File: config.mk
export PLATFORM = sky130hd
export DESIGN_NAME = figure_draw_address_engine
export DESIGN_NICKNAME = d
export VERILOG_FILES = /design/src/draw_pkg.sv /design/src/figure_draw_address_engine.sv
export SDC_FILE = /design/constraint.sdc
export NUM_CORES = 2
export LEC_CHECK = 0
export ABC_AREA = 1
export BUFFER_PORTS_ARGS = -buffer_cell sky130_fd_sc_hd__buf_2
export CAP_MARGIN = 25
export CORE_ASPECT_RATIO = 1.5
export CORE_MARGIN = 4
export CORE_UTILIZATION = 36
export DETAILED_ROUTE_END_ITERATION = 10
export GPL_ROUTABILITY_DRIVEN = 0
export PLACE_DENSITY = 0.52
export SLEW_MARGIN = 0
export SYNTH_ARGS = -nofsm -noshare
export SYNTH_HDL_FRONTEND = slang
export SYNTH_SLANG_ARGS = --single-unit
File: constraint.sdc
create_clock -name clk_in -period 4.77 [get_ports clk_in]
set_input_delay 0.477 -clock clk_in [delete_from_list [all_inputs] [get_ports clk_in]]
set_output_delay 0.477 -clock clk_in [all_outputs]
set_load 0.02 [all_outputs]
File: src/draw_pkg.sv
/*
  Constants for the figure drawing address engine: register offsets,
  figure type codes, command codes, presets and cycle phases.
  Assumes a byte-addressed register port with one word per register.
*/
// =====================================================================
// Operation
// Direction 7: add pitch, decrement if pointer MSB set, rotate left.
// Line pixels stay within the octant named by the start direction.
// Arc starts in given direction, curves, spans at most 45 degrees.
// DMA steps whole words; diagonals change both word coordinates.
// Host loads setup then draw-go; engine then draws the figure alone.
// Host stores up to 8x8 character; char-draw writes it from cursor.
// Character bits repeat horizontally and vertically by zoom 1 to 16.
// Parameter store is scanned to fill the requested height and width.
// Character bits taken snake-wise from location 15 bit 0 upwards.
// Narrow or short areas cut rows early; large areas tile pattern.
// Setup opcode presets count 0, first terms to 8, third term and mask ones.
// Host gives line count and error terms from axis deltas.
// Host gives arc count, radius terms and masked dots.
// Host gives rectangle count 3 and side terms.
// Host gives fill and character rows and row length.
// Host gives word access count minus one.
// Host gives DMA rows and bytes minus one.
// Engine runs one more read-modify-write cycle than the draw count.
// Arc drawing suppresses writes for the first masked-dot-count dots.
// All terms are binary, two's complement where signed.
// Unsent terms keep their preset values.
// Host may skip the two step terms when character size is 8.
// One pixel per four-clock cycle; next address computed meanwhile.
// Directions 0 to 7 start straight down, counterclockwise.
// Direction 0 adds pitch; right and left steps rotate the pointer.
// After the last cycle the engine idles and flags completion.
// =====================================================================
package draw_pkg;
  localparam int CUR_W_DEF = 18;
  localparam int CNT_W_DEF = 14;
  localparam int PITCH_W_DEF = 9;
  localparam int ADDR_W = 8;
  localparam int DATA_W = 32;
  // Register offsets
  localparam logic [7:0] OFS_CTRL = 8'h00;
  localparam logic [7:0] OFS_CMD = 8'h04;
  localparam logic [7:0] OFS_CNT = 8'h08;
  localparam logic [7:0] OFS_D = 8'h0C;
  localparam logic [7:0] OFS_TB = 8'h10;
  localparam logic [7:0] OFS_TC = 8'h14;
  localparam logic [7:0] OFS_MDC = 8'h18;
  localparam logic [7:0] OFS_CUR = 8'h1C;
  localparam logic [7:0] OFS_DOT = 8'h20;
  localparam logic [7:0] OFS_PITCH = 8'h24;
  localparam logic [7:0] OFS_ZOOM = 8'h28;
  localparam logic [7:0] OFS_STATUS = 8'h2C;
  localparam logic [1:0] PSTORE_SEL = 2'h1;
  // Control field positions
  localparam int CTRL_DIR_LSB = 0;
  localparam int CTRL_TYPE_LSB = 3;
  // Figure types
  localparam logic [2:0] FT_LINE = 3'h0;
  localparam logic [2:0] FT_ARC = 3'h1;
  localparam logic [2:0] FT_RECT = 3'h2;
  localparam logic [2:0] FT_FILL = 3'h3;
  localparam logic [2:0] FT_WORD_RD = 3'h4;
  localparam logic [2:0] FT_WORD_WR = 3'h5;
  localparam logic [2:0] FT_DMA_WR = 3'h6;
  localparam logic [2:0] FT_DMA_RD = 3'h7;
  // Commands
  localparam logic [1:0] CMD_SETUP = 2'h1;
  localparam logic [1:0] CMD_GO = 2'h2;
  localparam logic [1:0] CMD_CHAR = 2'h3;
  // Presets on the setup opcode
  localparam int PRESET_CNT = 0;
  localparam int PRESET_D = 8;
  // Store locations, cycle phases, direction offsets and engine states
  localparam logic [3:0] LIN_PAT_LO = 4'h8;
  localparam logic [3:0] LIN_PAT_HI = 4'h9;
  localparam logic [3:0] CHAR_TOP = 4'hF;
  localparam logic [1:0] PH_READ = 2'h1;
  localparam logic [1:0] PH_LAST = 2'h3;
  localparam logic [2:0] DIR_PERP = 3'h2;
  localparam logic [2:0] DIR_REV = 3'h4;
  typedef enum logic [1:0] {
    ST_IDLE = 2'b01,
    ST_DRAW = 2'b10
  } eng_state_e;
endpackage

File: src/figure_draw_address_engine.sv
/*
  Figure drawing address engine: steps the word cursor and one-hot dot
  pointer through display memory, one four-clock modify cycle per pixel.
  Assumes an external mask/logic unit consumes the address, mask, pattern
  bit and write strobe, and a synchronous register master.
*/
// Decided for this implementation: the register offsets and the plain strobed port.
`timescale 1ns/100ps
module figure_draw_address_engine #(
  parameter int CUR_W = draw_pkg::CUR_W_DEF,
  parameter int CNT_W = draw_pkg::CNT_W_DEF,
  parameter int PITCH_W = draw_pkg::PITCH_W_DEF
) (
  input wire logic clk_in,
  input wire logic rst_in,
  input wire logic [draw_pkg::ADDR_W-1:0] addr_in,
  input wire logic [draw_pkg::DATA_W-1:0] wdata_in,
  input wire logic wr_in,
  input wire logic rd_in,
  output logic [draw_pkg::DATA_W-1:0] rdata_out,
  output logic [CUR_W-1:0] mem_addr_out,
  output logic [15:0] mem_mask_out,
  output logic mem_pattern_out,
  output logic mem_read_out,
  output logic mem_write_out,
  output logic busy_out,
  output logic done_out
);
  import draw_pkg::*;

  // =====================================================================
  // Register file
  logic [2:0] type_r, type_nxt, dirset_r, dirset_nxt;
  logic [CNT_W-1:0] cnt_r, cnt_nxt, d_r, d_nxt, tb_r, tb_nxt;
  logic [CNT_W-1:0] tc_r, tc_nxt, mdc_r, mdc_nxt;
  logic [PITCH_W-1:0] pitch_r, pitch_nxt;
  logic [3:0] zoom_r, zoom_nxt;
  logic [7:0] ps_r [16];
  logic [7:0] ps_nxt [16];
  logic [DATA_W-1:0] rdata_nxt;
  logic wr_cmd, go_cmd;
  eng_state_e st_r, st_nxt;

  assign wr_cmd = wr_in && addr_in == OFS_CMD;
  // Start only from idle; a go during a figure is ignored
  assign go_cmd = wr_cmd && st_r == ST_IDLE &&
    (wdata_in[1:0] == CMD_GO || wdata_in[1:0] == CMD_CHAR);

  // Parameter writes; setup opcode presets all terms
  always_comb begin
    type_nxt = type_r;
    dirset_nxt = dirset_r;
    cnt_nxt = cnt_r;
    d_nxt = d_r;
    tb_nxt = tb_r;
    tc_nxt = tc_r;
    mdc_nxt = mdc_r;
    pitch_nxt = pitch_r;
    zoom_nxt = zoom_r;
    ps_nxt = ps_r;
    if (wr_cmd && wdata_in[1:0] == CMD_SETUP) begin
      cnt_nxt = CNT_W'(PRESET_CNT);
      d_nxt = CNT_W'(PRESET_D);
      tb_nxt = CNT_W'(PRESET_D);
      tc_nxt = '1; // unsent terms keep these
      mdc_nxt = '1;
    end else if (wr_in) begin
      unique case (addr_in)
        OFS_CTRL: begin
          dirset_nxt = wdata_in[CTRL_DIR_LSB +: 3];
          type_nxt = wdata_in[CTRL_TYPE_LSB +: 3];
        end
        OFS_CNT: cnt_nxt = wdata_in[CNT_W-1:0]; // Binary, two's compl.
        OFS_D: d_nxt = wdata_in[CNT_W-1:0];
        OFS_TB: tb_nxt = wdata_in[CNT_W-1:0];
        OFS_TC: tc_nxt = wdata_in[CNT_W-1:0];
        OFS_MDC: mdc_nxt = wdata_in[CNT_W-1:0];
        OFS_PITCH: pitch_nxt = wdata_in[PITCH_W-1:0];
        OFS_ZOOM: zoom_nxt = wdata_in[3:0];
        default: if (addr_in[7:6] == PSTORE_SEL)
          ps_nxt[addr_in[5:2]] = wdata_in[7:0]; // Character store
      endcase
    end
  end

  // Read data stand one cycle after the strobe; unmapped reads zero
  always_comb begin
    rdata_nxt = '0;
    if (rd_in) begin
      unique case (addr_in)
        OFS_CTRL: rdata_nxt = DATA_W'({type_r, dirset_r});
        OFS_CNT: rdata_nxt = DATA_W'(cnt_r);
        OFS_D: rdata_nxt = DATA_W'(d_r);
        OFS_TB: rdata_nxt = DATA_W'(tb_r);
        OFS_TC: rdata_nxt = DATA_W'(tc_r);
        OFS_MDC: rdata_nxt = DATA_W'(mdc_r);
        OFS_CUR: rdata_nxt = DATA_W'(mem_addr_out);
        OFS_DOT: rdata_nxt = DATA_W'(mem_mask_out);
        OFS_PITCH: rdata_nxt = DATA_W'(pitch_r);
        OFS_ZOOM: rdata_nxt = DATA_W'(zoom_r);
        OFS_STATUS: rdata_nxt = DATA_W'({done_out, busy_out});
        default: if (addr_in[7:6] == PSTORE_SEL)
          rdata_nxt = DATA_W'(ps_r[addr_in[5:2]]);
      endcase
    end
  end

  always_ff @(posedge clk_in) begin
    if (rst_in) begin
      type_r <= FT_LINE;
      dirset_r <= '0;
      cnt_r <= CNT_W'(PRESET_CNT);
      d_r <= CNT_W'(PRESET_D);
      tb_r <= CNT_W'(PRESET_D);
      tc_r <= '1;
      mdc_r <= '1;
      pitch_r <= '0;
      zoom_r <= '0;
      ps_r <= '{default: '0};
      rdata_out <= '0;
    end else begin
      type_r <= type_nxt;
      dirset_r <= dirset_nxt;
      cnt_r <= cnt_nxt;
      d_r <= d_nxt;
      tb_r <= tb_nxt;
      tc_r <= tc_nxt;
      mdc_r <= mdc_nxt;
      pitch_r <= pitch_nxt;
      zoom_r <= zoom_nxt;
      ps_r <= ps_nxt;
      rdata_out <= rdata_nxt;
    end
  end

  // =====================================================================
  // Address stepping: direction 0 is straight down, counterclockwise
  function automatic logic [CUR_W+15:0] step_addr(input logic [2:0] dir,
      input logic [CUR_W-1:0] cur, input logic [15:0] dot,
      input logic [PITCH_W-1:0] pitch, input logic word);
    logic [CUR_W-1:0] c;
    logic [15:0] p;
    c = cur;
    p = dot;
    if (dir == 3'h0 || dir == 3'h1 || dir == 3'h7)
      c = c + CUR_W'(pitch);
    if (dir == 3'h3 || dir == 3'h4 || dir == 3'h5)
      c = c - CUR_W'(pitch);
    // Word walks move a whole word sideways on every sideways step
    if (dir == 3'h1 || dir == 3'h2 || dir == 3'h3) begin
      if (word || p[0])
        c = c + CUR_W'(1);
      if (!word)
        p = {p[0], p[15:1]};
    end
    if (dir == 3'h5 || dir == 3'h6 || dir == 3'h7) begin
      if (word || p[15])
        c = c - CUR_W'(1);
      if (!word)
        p = {p[14:0], p[15]};
    end
    return {c, p};
  endfunction

  // =====================================================================
  // Drawing engine
  logic [1:0] ph_r, ph_nxt;
  logic [CUR_W-1:0] cur_r, cur_nxt;
  logic [15:0] dot_r, dot_nxt;
  logic [2:0] dir_r, dir_nxt, perp_r, perp_nxt, sdir;
  logic signed [CNT_W-1:0] err_r, err_nxt, b_r, b_nxt, acc_r, acc_nxt;
  logic [CNT_W-1:0] alen_r, alen_nxt, dcnt_r, dcnt_nxt, mcnt_r, mcnt_nxt;
  logic [3:0] pidx_r, pidx_nxt, hz_r, hz_nxt, vz_r, vz_nxt;
  logic [2:0] col_r, col_nxt, prow_r, prow_nxt;
  logic side_r, side_nxt, colup_r, colup_nxt, chr_r, chr_nxt;
  logic done_r, done_nxt, pat_nxt, word, wr_ok, last, mask_dot, tiled;
  logic [CUR_W+15:0] stp;

  assign word = type_r == FT_WORD_RD || type_r == FT_WORD_WR ||
    type_r == FT_DMA_WR || type_r == FT_DMA_RD;
  assign tiled = chr_r || type_r == FT_FILL || type_r == FT_DMA_WR ||
    type_r == FT_DMA_RD;
  assign wr_ok = type_r != FT_WORD_RD && type_r != FT_DMA_RD;
  assign last = st_r == ST_DRAW && ph_r == PH_LAST;
  assign mask_dot = type_r == FT_ARC && mcnt_r != '0;
  // Line steps in direction plus one on a non-negative error; arc on negative
  always_comb begin
    sdir = dir_r;
    if (type_r == FT_LINE && !err_r[CNT_W-1])
      sdir = dir_r + 3'h1;
    if (type_r == FT_ARC && err_r[CNT_W-1])
      sdir = dir_r + 3'h1;
  end
  assign stp = step_addr(sdir, cur_r, dot_r, pitch_r, word);

  // Next pixel is worked out during the current four-clock cycle
  always_comb begin
    st_nxt = st_r;
    ph_nxt = ph_r;
    cur_nxt = cur_r;
    dot_nxt = dot_r;
    dir_nxt = dir_r;
    perp_nxt = perp_r;
    err_nxt = err_r;
    b_nxt = b_r;
    acc_nxt = acc_r;
    alen_nxt = alen_r;
    dcnt_nxt = dcnt_r;
    mcnt_nxt = mcnt_r;
    pidx_nxt = pidx_r;
    hz_nxt = hz_r;
    vz_nxt = vz_r;
    col_nxt = col_r;
    prow_nxt = prow_r;
    side_nxt = side_r;
    colup_nxt = colup_r;
    chr_nxt = chr_r;
    done_nxt = done_r;
    // Pattern bit: snake through the store for tiles, else 16-bit dash
    if (tiled)
      pat_nxt = ps_r[CHAR_TOP - 4'(prow_r)][col_r];
    else
      pat_nxt = pidx_r[3] ? ps_r[LIN_PAT_HI][pidx_r[2:0]] :
        ps_r[LIN_PAT_LO][pidx_r[2:0]];
    unique case (st_r)
      ST_IDLE: begin
        if (wr_in && addr_in == OFS_CUR)
          cur_nxt = wdata_in[CUR_W-1:0];
        if (wr_in && addr_in == OFS_DOT)
          dot_nxt = 16'h0001 << wdata_in[3:0];
        if (go_cmd) begin
          st_nxt = ST_DRAW;
          chr_nxt = wdata_in[1:0] == CMD_CHAR;
          ph_nxt = '0;
          dir_nxt = dirset_r;
          perp_nxt = dirset_r + DIR_PERP;
          err_nxt = d_r;
          b_nxt = tb_r;
          acc_nxt = CNT_W'(1);
          mcnt_nxt = mdc_r;
          {pidx_nxt, hz_nxt, vz_nxt} = '0;
          {col_nxt, prow_nxt, side_nxt} = '0;
          colup_nxt = 1'b1;
          done_nxt = 1'b0;
          dcnt_nxt = cnt_r; // Rows or sides
          unique case (type_r)
            FT_LINE, FT_ARC, FT_WORD_RD, FT_WORD_WR: begin
              alen_nxt = cnt_r; // One more cycle than the count
              dcnt_nxt = '0;
            end
            FT_RECT: alen_nxt = d_r;
            FT_FILL: alen_nxt = d_r - CNT_W'(1);
            default: alen_nxt = d_r >> 1; // Two bytes per word
          endcase
        end
      end
      ST_DRAW: begin
        ph_nxt = ph_r + 2'h1;
        if (last) begin
          pidx_nxt = pidx_r + 4'h1;
          if (mcnt_r != '0)
            mcnt_nxt = mcnt_r - CNT_W'(1);
          if (type_r == FT_LINE)
            err_nxt = err_r + (err_r[CNT_W-1] ? tc_r : tb_r);
          if (type_r == FT_ARC) begin
            acc_nxt = acc_r + CNT_W'(2);
            err_nxt = err_r - acc_r + (err_r[CNT_W-1] ? b_r : '0);
            if (err_r[CNT_W-1])
              b_nxt = b_r - CNT_W'(2);
          end
          // Horizontal zoom: hold a bit for zoom+1 pixels
          hz_nxt = (hz_r == zoom_r || !chr_r) ? 4'h0 : hz_r + 4'h1;
          if (hz_nxt == 4'h0)
            col_nxt = colup_r ? col_r + 3'h1 : col_r - 3'h1;
          if (alen_r != '0) begin
            alen_nxt = alen_r - CNT_W'(1);
            {cur_nxt, dot_nxt} = stp;
          end else if (dcnt_r != '0) begin
            dcnt_nxt = dcnt_r - CNT_W'(1);
            if (type_r == FT_RECT) begin
              dir_nxt = dir_r + DIR_PERP;
              side_nxt = !side_r;
              alen_nxt = side_r ? d_r - CNT_W'(1) : tb_r - CNT_W'(1);
              {cur_nxt, dot_nxt} = step_addr(dir_r + DIR_PERP, cur_r,
                dot_r, pitch_r, word);
            end else begin
              // Snake: step across, reverse, keep the same bit
              dir_nxt = dir_r + DIR_REV;
              alen_nxt = type_r == FT_FILL ? d_r - CNT_W'(1) : d_r >> 1;
              colup_nxt = !colup_r;
              col_nxt = col_r;
              hz_nxt = '0;
              vz_nxt = (vz_r == zoom_r || !chr_r) ? 4'h0 : vz_r + 4'h1;
              if (vz_nxt == 4'h0)
                prow_nxt = prow_r + 3'h1; // Wraps to tile rows
              {cur_nxt, dot_nxt} = step_addr(perp_r, cur_r, dot_r, pitch_r,
                word);
            end
          end else begin
            st_nxt = ST_IDLE;
            done_nxt = 1'b1;
          end
        end
      end
    endcase
  end

  always_ff @(posedge clk_in) begin
    if (rst_in) begin
      st_r <= ST_IDLE;
      {ph_r, cur_r, dot_r, dir_r, perp_r} <= '0;
      {err_r, b_r, acc_r, alen_r, dcnt_r, mcnt_r} <= '0;
      {pidx_r, hz_r, vz_r, col_r, prow_r} <= '0;
      {side_r, colup_r, chr_r, done_r, mem_pattern_out} <= '0;
    end else begin
      st_r <= st_nxt;
      ph_r <= ph_nxt;
      cur_r <= cur_nxt;
      dot_r <= dot_nxt;
      dir_r <= dir_nxt;
      perp_r <= perp_nxt;
      err_r <= err_nxt;
      b_r <= b_nxt;
      acc_r <= acc_nxt;
      alen_r <= alen_nxt;
      dcnt_r <= dcnt_nxt;
      mcnt_r <= mcnt_nxt;
      pidx_r <= pidx_nxt;
      hz_r <= hz_nxt;
      vz_r <= vz_nxt;
      col_r <= col_nxt;
      prow_r <= prow_nxt;
      side_r <= side_nxt;
      colup_r <= colup_nxt;
      chr_r <= chr_nxt;
      done_r <= done_nxt;
      mem_pattern_out <= pat_nxt;
    end
  end

  // Memory strobes and status
  assign mem_addr_out = cur_r;
  assign mem_mask_out = dot_r;
  assign mem_read_out = st_r == ST_DRAW && ph_r == PH_READ;
  assign mem_write_out = last && wr_ok && !mask_dot;
  assign busy_out = st_r == ST_DRAW;
  assign done_out = done_r;

  logic [CNT_W:0] seen_r;
  always_ff @(posedge clk_in) begin
    if (rst_in || go_cmd)
      seen_r <= '0;
    else if (last)
      seen_r <= seen_r + (CNT_W+1)'(1);
  end
endmodule

==> results.json <==
{
  "grtUsageTotal_pct": 29.0,
  "cp.buffers_inverters": 4,
  "synth_area_um2": 30400,
  "critical_path_required_ns": 5.23,
  "layout-drive-gt1-share_pct": 15.5,
  "postSynthAreaPerCell_um2": 6.13,
  "core-area_um2": 83800,
  "critPathKind": "reg -> reg",
  "clkLatencyLatePin_ns": 0.64,
  "grt_pass1_wl_um": 199000,
  "async_reset_ff_share_pct": 0,
  "yosysSeqAreaShare_pct": 25.4,
  "grt_pass1_vias": 33642,
  "cts_tree": "yes",
  "cts_buffers": 42,
  "setup_viol": 0,
  "worst-slew-pin-transition_ns": 1.08,
  "setup_tns_ns": 0,
  "cp_slowest_stage_delay_ns": 0.37,
  "synthCells": 4953,
  "endpoint_kind": "register",
  "cp_common_cell": "nand2_1",
  "slew_headroom_pct": 27.9,
  "grt_max_degree": 83,
  "antenna_found_initial": 2,
  "grt_overflow": 0,
  "antennaDiodeCount": 0,
  "clock_sinks": 386,
  "die_h_um": 364,
  "ys.flop_type": "dfxtp_1",
  "fp-row-count": 130,
  "initial_core_util_pct": 36.3,
  "vias": 35160,
  "finClkSkew_ns": 0.0431,
  "slew_violations": 0,
  "rsz0062_at_grt": "true",
  "fmax_ghz": 0.215,
  "arrival_ns": 5.10,
  "root_buffer": "clkbuf_16",
  "dieArea_um2": 89200,
  "drt-total-wl_um": 136000,
  "hold_buffers": 0,
  "clk_pin_slew_ns": 0.07,
  "max-cap-violations": 0,
  "power_leakage_nw": 15.4,
  "numPortBuffers": 86,
  "powerDensity_nw_per_um2": 365,
  "ctsLongestPathBuffers": 3,
  "hold_path_class": "in -> reg",
  "num-fill-cells": 9104,
  "initialDrtViolationCount": 2576,
  "nNetsFinal": 5307,
  "hold_slack_ns": 0.199,
  "critPathLaunchType": "register",
  "ioPinCount": 115,
  "crit_slowest_cell": "dfxtp_4",
  "avgViaCountPerCell": 5.57,
  "drc": 0,
  "synth_edf_count": 0,
  "area_delta_synth_final_pct": 18.9,
  "crit_family": "simple AND/OR/NAND/NOR gates",
  "synth_seq_cells": 386,
  "first_pass_iters": 6,
  "cp_max_fo": 10,
  "finalHoldViolCount": 0,
  "status": "completed",
  "timing.final.crit_share_pct": 97.4,
  "dp.final_hpwl_um": 102000,
  "yosys_warnings": 0,
  "die_w_um": 245,
  "period_minus_slack_ns": 4.64,
  "htree_levels": 2,
  "antenna_left": 0,
  "vdd_ir_drop_max_v": 0.000245,
  "routedWlPerCell_um": 21.5,
  "synth_cell_type_count": 68
}
-- path summary, 6_finish.rpt --
kind	start	endpoint	slack (ns)	cells past startpoint
min reg2reg	dcnt_r[12]	dcnt_r[12]	0.46	2
min	wdata_in[17]	mem_addr_out[17]	0.20	5
max reg2reg	dir_r[0]	mem_addr_out[16]	0.13	32
max	dir_r[0]	mem_addr_out[16]	0.13	32
-- repair_timing --
item / CTS / global route
endpoints found under the setup margin: 8 / 12
buffers inserted: 2 / 24
pin swaps: 2 / 104
gates cloned: 0 / 0
endpoints found under the hold margin: 0 / 0
gates resized for setup: 13 / 262
-- kinds of logic (layout without fill, tap and decap cells) --
kind of cell    count (synthesis)  in the layout  share of synthesized area (%)
compound gates               1374           1374                           25.9
buf+inv                       796           1017                           10.3
simple gates                 2206           2206                           31.1
flops                         386            386                           25.4
xor+xnor                       80             80                           2.36
fa+ha+maj                     109            109                           4.96
mux                             1              1                         0.0330
other cells                     1             14                         0.0123
-- routing by layer --
| layer | share of wire, % | vias up | GRT usage (%) |
|---|---|---|---|
| met5 | 0 | - | 0 |
| met4 | 8.9 | 0 | 21.5 |
| met3 | 5.1 | 479 | 3.47 |
| met2 | 49 | 1253 | 51.7 |
| met1 | 37 | 16291 | 31.4 |
| li1 | - | 17137 | - |
-- state kept, by name, summed over array words and instances (netlist names), 16 cells and up --
name / count
mem_addr_out: 18
mem_mask_out: 16
ps_r: 128
rdata_out: 18
-- power by group --
part           switching, mW  total, mW  leakage [nW]  internal (mW)
Clock                   1.57       3.56         0.710           1.99
Combinational           3.97       6.05          11.5           2.08
Sequential             0.183       3.55          3.13           3.37
-- tightest hold or removal path: cells and delay by family --
family	cells	cell delay, ns
simple gates	2	0.12
buf+inv	2	0.11
compound gates	1	0.06
-- through the flow --
stage | cell area [µm²] | power (mW) | instances | util [%] | setup WS [ns]
floorplan | 30400 | 7.27 | 4966 | - | 0.327
global route | 36100 | 14.0 | 6309 | 43.1 | -0.0614
global placement | 33300 | 9.10 | 6199 | 39.7 | -0.147
finish | 36100 | 13.2 | 6309 | 43.1 | 0.126
detailed placement | 33300 | 9.14 | 6201 | 39.8 | -0.204
CTS | 34900 | 12.7 | 6280 | 41.6 | 0.00797
-- cell usage after synthesis (all sizes together) (5+ instances only) --
master / count / area share [%]
xor2: 54 / 1.6
a21oi: 467 / 7.7
nor3: 54 / 0.92
a21boi: 7 / 0.17
nand4: 75 / 1.6
nand3: 359 / 6.2
fa: 19 / 1.3
clkinv: 11 / 0.14
nor4: 7 / 0.14
ha: 90 / 3.7
a22oi: 69 / 1.7
o31ai: 5 / 0.12
buf: 47 / 1.0
a41oi: 12 / 0.35
o221ai: 17 / 0.49
o2111ai: 5 / 0.14
dfxtp: 386 / 25
o22ai: 62 / 1.3
xnor2: 26 / 0.77
a211oi: 20 / 0.49
nand2: 1203 / 15
clkbuf: 196 / 2.4
inv: 542 / 6.7
nand3b: 11 / 0.31
o21bai: 11 / 0.27
o21ai: 527 / 8.8
or2: 23 / 0.47
nor2: 462 / 6.0
a221oi: 43 / 1.2
and2: 5 / 0.10
a31oi: 37 / 0.76
o41ai: 6 / 0.17
o211ai: 62 / 1.5
-- layout by cell type, fill, tap and decap left out, drive strengths merged, types with 37 or more instances in the layout --
master  Yosys  layout
nor3       54      54
o21ai     527     527
buf        47     387
nand4      75      75
a31oi      37      37
o211ai     62      62
o22ai      62      62
nor2      462     462
a221oi     43      43
a21oi     467     467
dfxtp     386     386
a22oi      69      69
nand3     359     359
ha         90      90
nand2    1203    1203
xor2       54      54
inv       542     544
clkbuf    196      63
-- layout make-up --
type	instances	area, µm²	area share (%)
clock buffers	63	1240	3.43
multi-input cells	3784	20600	57.1
well taps	1122	1400	3.89
inverters	553	2080	5.76
flip-flops and latches	386	7740	21.4
clock inverters	14	230	0.637
repair buffers	387	2800	7.76
No activity file was read; power rests on OpenSTA's default activity.
